==> config.mk <==
export PLATFORM = sky130hd
export DESIGN_NAME = pbi_port
export DESIGN_NICKNAME = d
export VERILOG_FILES = /design/src/pbi_port.v /design/src/pbi_mem.v /design/src/pbi_fifo.v
export VERILOG_INCLUDE_DIRS = /design/src
export SDC_FILE = /design/constraint.sdc
export NUM_CORES = 1
export LEC_CHECK = 0
export BUFFER_PORTS_ARGS = -buffer_cell sky130_fd_sc_hd__buf_2
export CAP_MARGIN = 20
export CORE_ASPECT_RATIO = 1.25
export CORE_MARGIN = 3
export CORE_UTILIZATION = 40
export CTS_CLUSTER_DIAMETER = 120
export DETAILED_ROUTE_END_ITERATION = 12
export HOLD_SLACK_MARGIN = 0.05
export SYNTH_ARGS = -nofsm -noshare
export SYNTH_HDL_FRONTEND = slang
export SYNTH_SLANG_ARGS = --single-unit
==> constraint.sdc <==
create_clock -name CORE_CLK -period 3.2 [get_ports CORE_CLK]
set_clock_uncertainty 0.2 [all_clocks]
set_input_delay 0.32 -clock CORE_CLK [delete_from_list [all_inputs] [get_ports CORE_CLK]]
set_output_delay 0.32 -clock CORE_CLK [all_outputs]
set_load 0.1 [all_outputs]
==> src/pbi_defs.vh <==
// Contract
// - Device receives bytes over eight data lines driven by the host.
// - Host strobe is the timing reference for reading the data lines.
// - Device drives busy high when it detects an active strobe.
// - Further strobes are ignored while busy is high.
// - After reading the byte, device issues an acknowledge pulse.
// - Busy drops at acknowledge rising edge; device then awaits next strobe.
// - Busy shows whether a byte can be accepted; host waits while high.
`ifndef PBI_DEFS_VH
`define PBI_DEFS_VH
`define PBI_DATA_W 8
`define PBI_FIFO_DEPTH 16
`define PBI_ACK_NS 1000
`define PBI_CLK_NS 10
`define PBI_ACK_CYC (`PBI_ACK_NS / `PBI_CLK_NS)
`define PBI_ACK_CNT_W 8
`define PBI_ACK_CNT_RST 8'h00
`define PBI_DATA_RST 8'h00
`endif

==> src/pbi_port.v <==
`include "pbi_defs.vh"
`timescale 1ns/1ps
`default_nettype none
module pbi_port #(
    parameter DATA_W = `PBI_DATA_W,
    parameter DEPTH = `PBI_FIFO_DEPTH,
    parameter AW = 4,
    parameter ACK_CYC = `PBI_ACK_CYC
) (
    input wire CORE_CLK,
    input wire RST,
    input wire INPUT_STROBE_N,
    input wire IN_DATA_BIT_0,
    input wire IN_DATA_BIT_1,
    input wire IN_DATA_BIT_2,
    input wire IN_DATA_BIT_3,
    input wire IN_DATA_BIT_4,
    input wire IN_DATA_BIT_5,
    input wire IN_DATA_BIT_6,
    input wire IN_DATA_BIT_7,
    output reg BUSY,
    output reg ACK_N,
    output reg BYTE_VALID,
    input wire BYTE_READY,
    output reg [DATA_W-1:0] BYTE_DATA
);
    localparam S_IDLE = 4'b0001;
    localparam S_WAIT = 4'b0010;
    localparam S_ACK = 4'b0100;
    localparam S_DONE = 4'b1000;
    reg [3:0] state_reg;
    reg [3:0] state_next;
    reg [DATA_W-1:0] hold_reg;
    reg [`PBI_ACK_CNT_W-1:0] cnt_reg;
    reg strobe_d_reg;
    wire [7:0] pins;
    wire strobe_fall;
    wire fifo_in_ready;
    wire fifo_out_valid;
    wire [DATA_W-1:0] fifo_out_data;
    wire push;
    wire out_take;
    assign pins = {IN_DATA_BIT_7, IN_DATA_BIT_6, IN_DATA_BIT_5,
        IN_DATA_BIT_4, IN_DATA_BIT_3, IN_DATA_BIT_2, IN_DATA_BIT_1,
        IN_DATA_BIT_0};
    // Falling strobe edge starts a byte
    assign strobe_fall = strobe_d_reg & ~INPUT_STROBE_N;
    assign push = (state_reg == S_WAIT) & fifo_in_ready;
    assign out_take = ~BYTE_VALID | BYTE_READY;
    // Handshake sequencer
    always @*
    begin
        state_next = state_reg;
        case (state_reg)
            S_IDLE:
            begin
                if (strobe_fall)
                begin
                    state_next = S_WAIT;
                end
            end
            S_WAIT:
            begin
                if (fifo_in_ready)
                begin
                    state_next = S_ACK;
                end
            end
            S_ACK:
            begin
                if (cnt_reg == ACK_CYC[`PBI_ACK_CNT_W-1:0] - 8'h01)
                begin
                    state_next = S_DONE;
                end
            end
            S_DONE:
            begin
                // Busy is already low here, so a strobe must count
                if (strobe_fall)
                begin
                    state_next = S_WAIT;
                end
                else
                begin
                    state_next = S_IDLE;
                end
            end
            default:
            begin
                state_next = S_IDLE;
            end
        endcase
    end
    always @(posedge CORE_CLK or posedge RST)
    begin
        if (RST)
        begin
            state_reg <= S_IDLE;
            hold_reg <= `PBI_DATA_RST;
            cnt_reg <= `PBI_ACK_CNT_RST;
            strobe_d_reg <= 1'b1;
            BUSY <= 1'b0;
            ACK_N <= 1'b1;
        end
        else
        begin
            state_reg <= state_next;
            strobe_d_reg <= INPUT_STROBE_N;
            // Capture on the falling strobe edge only, and only when not busy
            if ((state_reg == S_IDLE || state_reg == S_DONE) && strobe_fall)
            begin
                hold_reg <= pins;
            end
            if (state_reg == S_ACK)
            begin
                cnt_reg <= cnt_reg + 8'h01;
            end
            else
            begin
                cnt_reg <= `PBI_ACK_CNT_RST;
            end
            // Busy covers whole transfer until ack release
            BUSY <= (state_next != S_IDLE) && (state_next != S_DONE)
                || (state_next == S_DONE && state_reg != S_ACK);
            ACK_N <= (state_next != S_ACK);
        end
    end
    pbi_fifo #(.WIDTH(DATA_W), .DEPTH(DEPTH), .AW(AW)) u_fifo (
        .clk(CORE_CLK),
        .rst(RST),
        .in_valid(push),
        .in_ready(fifo_in_ready),
        .in_data(hold_reg),
        .out_valid(fifo_out_valid),
        .out_ready(out_take),
        .out_data(fifo_out_data)
    );
    // Registered user output stage
    always @(posedge CORE_CLK or posedge RST)
    begin
        if (RST)
        begin
            BYTE_VALID <= 1'b0;
            BYTE_DATA <= `PBI_DATA_RST;
        end
        else if (out_take)
        begin
            BYTE_VALID <= fifo_out_valid;
            BYTE_DATA <= fifo_out_data;
        end
    end
endmodule
`default_nettype wire

==> src/pbi_mem.v <==
`timescale 1ns/1ps
`default_nettype none
module pbi_mem #(
    parameter WIDTH = 8,
    parameter DEPTH = 16,
    parameter AW = 4
) (
    input wire clk,
    input wire wr_en,
    input wire [AW-1:0] wr_addr,
    input wire [WIDTH-1:0] wr_data,
    input wire rd_en,
    input wire [AW-1:0] rd_addr,
    output reg [WIDTH-1:0] rd_data
);
    reg [WIDTH-1:0] mem [0:DEPTH-1];
    // Registered read, held until the next fetch
    always @(posedge clk)
    begin
        if (wr_en)
        begin
            mem[wr_addr] <= wr_data;
        end
        if (rd_en)
        begin
            rd_data <= mem[rd_addr];
        end
    end
endmodule
`default_nettype wire

==> src/pbi_fifo.v <==
`timescale 1ns/1ps
`default_nettype none
module pbi_fifo #(
    parameter WIDTH = 8,
    parameter DEPTH = 16,
    parameter AW = 4
) (
    input wire clk,
    input wire rst,
    input wire in_valid,
    output wire in_ready,
    input wire [WIDTH-1:0] in_data,
    output reg out_valid,
    input wire out_ready,
    output wire [WIDTH-1:0] out_data
);
    reg [AW:0] wr_ptr_reg;
    reg [AW:0] rd_ptr_reg;
    wire [AW:0] count;
    wire full;
    wire empty;
    wire push;
    wire pop;
    wire [WIDTH-1:0] mem_q;
    assign count = wr_ptr_reg - rd_ptr_reg;
    assign full = (count == DEPTH[AW:0]);
    assign empty = (count == {(AW+1){1'b0}});
    assign in_ready = ~full;
    assign push = in_valid & ~full;
    // Fetch when output slot free or being taken
    assign pop = ~empty & (~out_valid | out_ready);
    assign out_data = mem_q;
    pbi_mem #(.WIDTH(WIDTH), .DEPTH(DEPTH), .AW(AW)) u_mem (
        .clk(clk),
        .wr_en(push),
        .wr_addr(wr_ptr_reg[AW-1:0]),
        .wr_data(in_data),
        .rd_en(pop),
        .rd_addr(rd_ptr_reg[AW-1:0]),
        .rd_data(mem_q)
    );
    always @(posedge clk or posedge rst)
    begin
        if (rst)
        begin
            wr_ptr_reg <= {(AW+1){1'b0}};
            rd_ptr_reg <= {(AW+1){1'b0}};
            out_valid <= 1'b0;
        end
        else
        begin
            if (push)
            begin
                wr_ptr_reg <= wr_ptr_reg + {{AW{1'b0}}, 1'b1};
            end
            if (pop)
            begin
                rd_ptr_reg <= rd_ptr_reg + {{AW{1'b0}}, 1'b1};
                out_valid <= 1'b1;
            end
            else if (out_ready)
            begin
                out_valid <= 1'b0;
            end
        end
    end
endmodule
`default_nettype wire

==> impl_metrics.yaml, run 1 <==
outcome:
  status: "finished clean"
clocking:
  clock_path_buffers: 2
  cts_tree: "yes"
  path_clk_slew_ns: 0.06
  cts-root-buf: "clkbuf_16"
  postCtsSetupBuffers: 0
  clock_sinks: 179
  cts_inserted_buffers: 17
  cts-htree-levels: 4
  insertion_delay_ns: 0.42
setup_path:
  reg2reg_from: "u_fifo.wr_ptr_reg[1]"
  end_kind: "flip-flop"
  arrival_ns: 2.83
  worst-r2r-setup-slack_ns: 0.24
  crit_path_start_kind: "flip-flop"
  cp-endpoint: "u_fifo.u_mem.mem[13][3]"
  r2r_end: "u_fifo.u_mem.mem[13][3]"
  crit_start: "u_fifo.wr_ptr_reg[1]"
  setup.worst_path.class: "reg -> reg"
  path_max_fanout: 13
  r2r_cells: 7
  cp.required_ns: 3.08
logic_synthesis:
  synth_top_area_share_pct: 56.86
  synth_top_family_by_area: "multiplexers"
  synth.most_common_cell: "edfxtp_1"
  synth_compound_area_share_pct: 2.021
  synthTopCellsByCount: "136 x edfxtp_1, 40 x dfrtp_1, 37 x nand2_1, 32 x mux4_2, 23 x and3_1"
  async_flop_share_pct: 24.02
  synth_flop_cell: "edfxtp_1"
  ys_seq_elements: 179
  yosys_warnings: 0
  yosys.area_share.xor_xnor_pct: 2.178
  synth_area_sq_mm: 0.007182
  avgSynthCellArea_sq_um: 17.82
  synth.area.mux_share_pct: 12.96
  yosys-top-cells-area: "edfxtp_1 57%, dfrtp_1 14%, mux4_2 10%"
  synth_fa_ha_area_share_pct: 1.742
  synthSimpleGateAreaFrac_pct: 7.718
  synth_cell_types: 44
  postSynthCellCount: 403
  ys_seq_area_share_pct: 71.90
  synth_nets: 425
  synth_edf_count: 136
  yosysTopAreaCell: "edfxtp_1"
power_and_ir_drop:
  netSwitchingFraction_pct: 29.91
  powerDensity_mw_per_mm2: 770.9
  p_switching_uw: 1920
  combinationalPowerShare_pct: 23.5
  p_total_uw: 6418
  p_int_uw: 4499
  p_clk_share_pct: 34.7
  ir_drop_uv: 362.8
  pwr-share-seq_pct: 41.8
  leakage_uw: 0.002768
global_routing:
  antenna_found_initial: 0
  grt_pass1_wl_mm: 22.67
  grt_usage_pct: 15.67
  grt_max_degree: 44
  grt_pass1_vias: 3923
  overflow: 0
sta:
  max_freq_mhz: 338.3
  setup_viol: 0
  tightestPinTransition_ns: 0.9433
  tns_ns: 0
  hold_viol: 0
  slew_viol_final: 0
  period_needed_ns: 2.956
  holdWs_ns: 0.2534
  slew_headroom_pct: 37.02
  fin_crit_sh_pct: 92.37
  rsz0062_at_grt: "no"
final_layout:
  nFillCells: 1459
  post-route-util_pct: 47.39
  drive_above_1_share_pct: 27.04
  largest_reg_flops: 128
  diodes: 0
  nets: 475
  syn2layout_area_growth_pct: 15.92
  top_register: "u_fifo.u_mem.mem"
route:
  routedWlPerCell_um: 20.79
  vias_per_cell: 5.287
  drt_iter0_markers: 330
  route.detailed.drc: 0
  vias: 3648
  drt_wl_total_mm: 14.34
  first_pass_iters: 4
  antenna_left: 0
placed_design:
  place.gp.congestion: 0.7929
  portBuffers: 22
  hpwl_mm: 9.643
floorplanning:
  core.rowCount: 54
  fp.coreArea_sq_mm: 0.01757
  initial_utilization_pct: 40.88
  io_pins: 23
  die_w_um: 125.9
  fp.dieH_um: 155.8
  die_area_sq_mm: 0.01961
hold_path:
  hp-class: "reg -> reg"
  min_from: "u_fifo.out_valid"
run:
  max-cap-violations: 0
-- worst min-delay path by stage --
stage,to,slack (ns),cells after the start
3_3_place_gp,BYTE_VALID,0.22,2
4_1_cts,BYTE_VALID,0.25,2
6_report,BYTE_VALID,0.25,2
2_1_floorplan,strobe_d_reg,0.12,0
5_1_grt,BYTE_VALID,0.29,2
3_5_place_dp,strobe_d_reg,0.24,1
-- routing by layer --
metal / vias up / GRT usage (%) / share of wire (%)
met5: - / 0 / 0
met1: 1884 / 19.31 / 41
met4: 0 / 5.519 / 2.0
met2: 87 / 27.13 / 52
met3: 22 / 3.870 / 5.0
li1: 1655 / - / -
-- layout by cell type (no fill, tap or decap), types with 4 or more instances in the layout --
cell,instances
and2_1,5
dfrtp_1,39
xnor2_1,7
a31oi_1,8
dlygate4sd3_1,10
buf_4,12
nand3_1,7
ha_1,10
buf_2,22
mux2_2,16
nor2_1,12
xor2_1,9
edfxtp_1,136
mux4_2,32
bufinv_16,5
and3_1,23
inv_1,4
clkbuf_16,17
nand2_1,37
nand3b_1,4
-- power by group through the flow --
| stage | clock (uW) | sequential, uW | combinational, uW |
|---|---|---|---|
| 5_1_grt | 2380 | 2700 | 1620 |
| 3_5_place_dp | 0 | 2740 | 1520 |
| 4_1_cts | 2280 | 2690 | 1530 |
| 6_report | 2230 | 2690 | 1510 |
| 2_1_floorplan | 0 | 3080 | 833 |
| 3_3_place_gp | 0 | 2730 | 1500 |
-- final cells by class --
cell class,instances,area (sq um),area share [%]
Timing Repair Buffer,44,300.3,3.607
Clock inverter,14,209.0,2.510
Clock buffer,18,429.2,5.155
Tap cell,224,280.3,3.366
Inverter,8,30.03,0.3607
Multi-Input combinational cell,203,1912,22.96
Sequential cell,179,5165,62.04
-- critical path, cell delays in order, from the launching register on --
cell and delay (ns):
dfrtp_1 0.45, ha_1 0.33, nor2b_2 0.18, o22ai_2 0.10, xnor2_1 0.34, nor4b_4 0.11
nor2_2 0.40, and3_1 0.50
-- timing repair --
action / in CTS / in global routing
resized for setup: 0 / 0
hold buffers: 10 / 0
endpoints found under the setup margin: 0 / 0
endpoints found under the hold margin: 49 / 0
-- kinds of logic after synthesis --
family	after synthesis
compound gates	21
mux	50
xor+xnor	17
fa+ha+maj	10
buf+inv	21
simple gates	105
flops	179
-- metrics by stage --
| stage | area [sq um] | std cells | setup WS [ns] |
|---|---|---|---|
| floorplan | 7182 | 403 | 0.02392 |
| global placement | 7587 | 648 | 0.3446 |
| detailed placement | 7587 | 648 | 0.2525 |
| CTS | 8325 | 690 | 0.2427 |
| global route | 8325 | 690 | 0.08357 |
| finish | 8325 | 690 | 0.2442 |
No activity file was read; power rests on OpenSTA's default activity.
==> inputs of run 2 (changes only) <==
--- a/config.mk
+++ b/config.mk
@@ -13,7 +13,7 @@
 export CORE_UTILIZATION = 40
 export CTS_CLUSTER_DIAMETER = 120
 export DETAILED_ROUTE_END_ITERATION = 12
-export HOLD_SLACK_MARGIN = 0.05
+export PLACE_DENSITY = 0.59
 export SYNTH_ARGS = -nofsm -noshare
 export SYNTH_HDL_FRONTEND = slang
 export SYNTH_SLANG_ARGS = --single-unit
==> constraint.sdc (replaced) <==
create_clock -name CORE_CLK -period 3.7 [get_ports CORE_CLK]
set_clock_uncertainty 0.2 [all_clocks]
set_input_delay 0.37 -clock CORE_CLK [delete_from_list [all_inputs] [get_ports CORE_CLK]]
set_output_delay 0.37 -clock CORE_CLK [all_outputs]
set_load 0.1 [all_outputs]
==> run 2 against run 1 <==
  * Sequential cell count unchanged
  * Register-to-register slack better by 0.17 ns
  * Highest routed layer unchanged
  * Sequential power fell by 13%
  * Clock power down 24%
  * Utilization fell by 0.68 points
  * Count of clock-buffer cells in the layout increased by 2
  * Total power is 18% lower
  * Maximum frequency fell by 10%
  * Largest power group unchanged
==> impl_metrics.yaml, run 2 (same netlist as run 1, synthesis figures left out) <==
floorplanning:
  core.rowCount: 54
  die_area_sq_mm: 0.01961
  io_pins: 23
  fp.dieH_um: 155.8
  die_w_um: 125.9
  fp.coreArea_sq_mm: 0.01757
  initial_utilization_pct: 40.88
final_layout:
  top_register: "u_fifo.u_mem.mem"
  diodes: 0
  design_area_sq_mm: 0.008207
  final_common_cell: "edfxtp_1"
  nets: 469
  drive_above_1_share_pct: 26.09
  layout_common_cells: "136 x edfxtp_1, 39 x dfrtp_1, 37 x nand2_1"
  syn2layout_area_growth_pct: 14.27
  largest_reg_flops: 128
  nFillCells: 1492
clocking:
  cts-htree-levels: 4
  insertion_delay_ns: 0.43
  cts-root-buf: "clkbuf_16"
  cts_inserted_buffers: 17
  postCtsSetupBuffers: 0
  cts_tree: "yes"
  clock_path_buffers: 2
  clock_sinks: 179
  path_clk_slew_ns: 0.07
setup_path:
  worst-r2r-setup-slack_ns: 0.41
  slowest_delay_ns: 0.53
  r2r_end: "u_fifo.u_mem.mem[7][3]"
  end_kind: "flip-flop"
  crit_start: "u_fifo.rd_ptr_reg[3]"
  cp_slowest_cell: "dfrtp_1"
  path_max_fanout: 10
  crit_path_start_kind: "flip-flop"
  reg2reg_from: "u_fifo.rd_ptr_reg[3]"
  arrival_ns: 3.18
  crit_path_cell_trace: "clkinv_1 > ha_1 > o211ai_1 > a21boi_1 > nor4b_4 > nor3b_1 > and2_1"
  r2r_cells: 7
  setup.worst_path.class: "reg -> reg"
  cp.required_ns: 3.59
  cp-endpoint: "u_fifo.u_mem.mem[7][3]"
global_routing:
  antenna_found_initial: 0
  overflow: 0
  grt_usage_pct: 15.13
  grt_pass1_wl_mm: 22.05
  grt_max_degree: 44
  grt_pass1_vias: 3844
sta:
  setup_viol: 0
  rsz0062_at_grt: "no"
  fin_crit_sh_pct: 88.87
  period_needed_ns: 3.288
  slew_headroom_pct: 36.59
  tightestPinTransition_ns: 0.9511
  hold_viol: 0
  max_freq_mhz: 304.1
  slew_viol_final: 0
  tns_ns: 0
route:
  drt_wl_total_mm: 13.91
  antenna_left: 0
  drt_iter0_markers: 251
  first_pass_iters: 4
  route.detailed.drc: 0
  vias: 3561
  routedWlPerCell_um: 20.33
  vias_per_cell: 5.206
placed_design:
  place.gp.congestion: 0.7812
  hpwl_mm: 9.224
  dpl-instance-area_sq_mm: 0.007542
  portBuffers: 22
hold_path:
  hp-class: "reg -> reg"
run:
  max-cap-violations: 0
outcome:
  status: "finished clean"
power_and_ir_drop:
  powerDensity_mw_per_mm2: 640.7
  leakage_uw: 0.002701
  ir_drop_uv: 341.7
-- run 2: cell count changes in the layout (fill, tap and decap cells not counted) --
cell        change
inv_6           -2
inv_8           +1
clkbuf_8        +2
clkinv_4        +2
buf_4           -6
clkinvlp_4      +1
bufinv_16       -4
-- run 2: what timing repair did --
item | in CTS | in global routing
hold buffers | 10 | 0
endpoints found under the setup margin | 0 | 0
hold endpoints to repair | 49 | 0
gates resized for setup | 0 | 0
-- run 2: critical path, delay by kind of cell, from the launching register on --
family | cells | cell delay, ns
adders and majority gates | 1 | 0.41
DFF | 1 | 0.53
and+or+nand+nor | 3 | 1.08
buffers and inverters | 1 | 0.30
AOI/OAI and AO/OA | 2 | 0.42
-- run 2: through the flow --
stage	hold slack [ns]	cells	power (uW)	setup WS, ns	util (%)
final	0.2422	684	5258	0.4119	46.72
after global routing	0.2869	684	5487	0.1328	46.72
after CTS	0.2403	684	5302	0.3764	46.72
after detailed placement	0.2276	642	3598	0.4190	42.93
after global placement	0.2239	642	3586	0.5195	42.93
after floorplan	0.1745	403	3385	0.5239	-
-- run 2: how the worst min path moves through the flow --
stage	start	to	slack (ns)	cells past startpoint
floorplan	INPUT_STROBE_N	strobe_d_reg	0.17	0
global placement	u_fifo.out_valid	BYTE_VALID	0.22	2
detailed placement	u_fifo.out_valid	BYTE_VALID	0.23	2
CTS	u_fifo.out_valid	BYTE_VALID	0.24	2
global route	u_fifo.u_mem.rd_data[3]	BYTE_DATA[3]	0.29	1
finish	u_fifo.out_valid	BYTE_VALID	0.24	2
-- run 2: layout make-up --
| cell class | instances | area, sq um | area share, % |
|---|---|---|---|
| Timing Repair Buffer | 38 | 255.2 | 3.110 |
| Clock buffer | 20 | 456.7 | 5.565 |
| Inverter | 8 | 30.03 | 0.3659 |
| Multi-Input combinational cell | 203 | 1912 | 23.30 |
| Sequential cell | 179 | 5165 | 62.94 |
| Clock inverter | 12 | 107.6 | 1.311 |
| Tap cell | 224 | 280.3 | 3.415 |
-- run 2: power breakdown --
group          internal [uW]  switching [uW]
combinational            389             826
clock                    962             742
sequential              2270            64.8
-- run 2: routing by layer --
layer | up-vias | track usage, % | wire length, um
li1 | 1641 | - | -
met1 | 1818 | 18.91 | 5834
met2 | 77 | 25.22 | 7099
met3 | 25 | 3.733 | 570
met4 | 0 | 6.694 | 403
met5 | - | 0 | 0
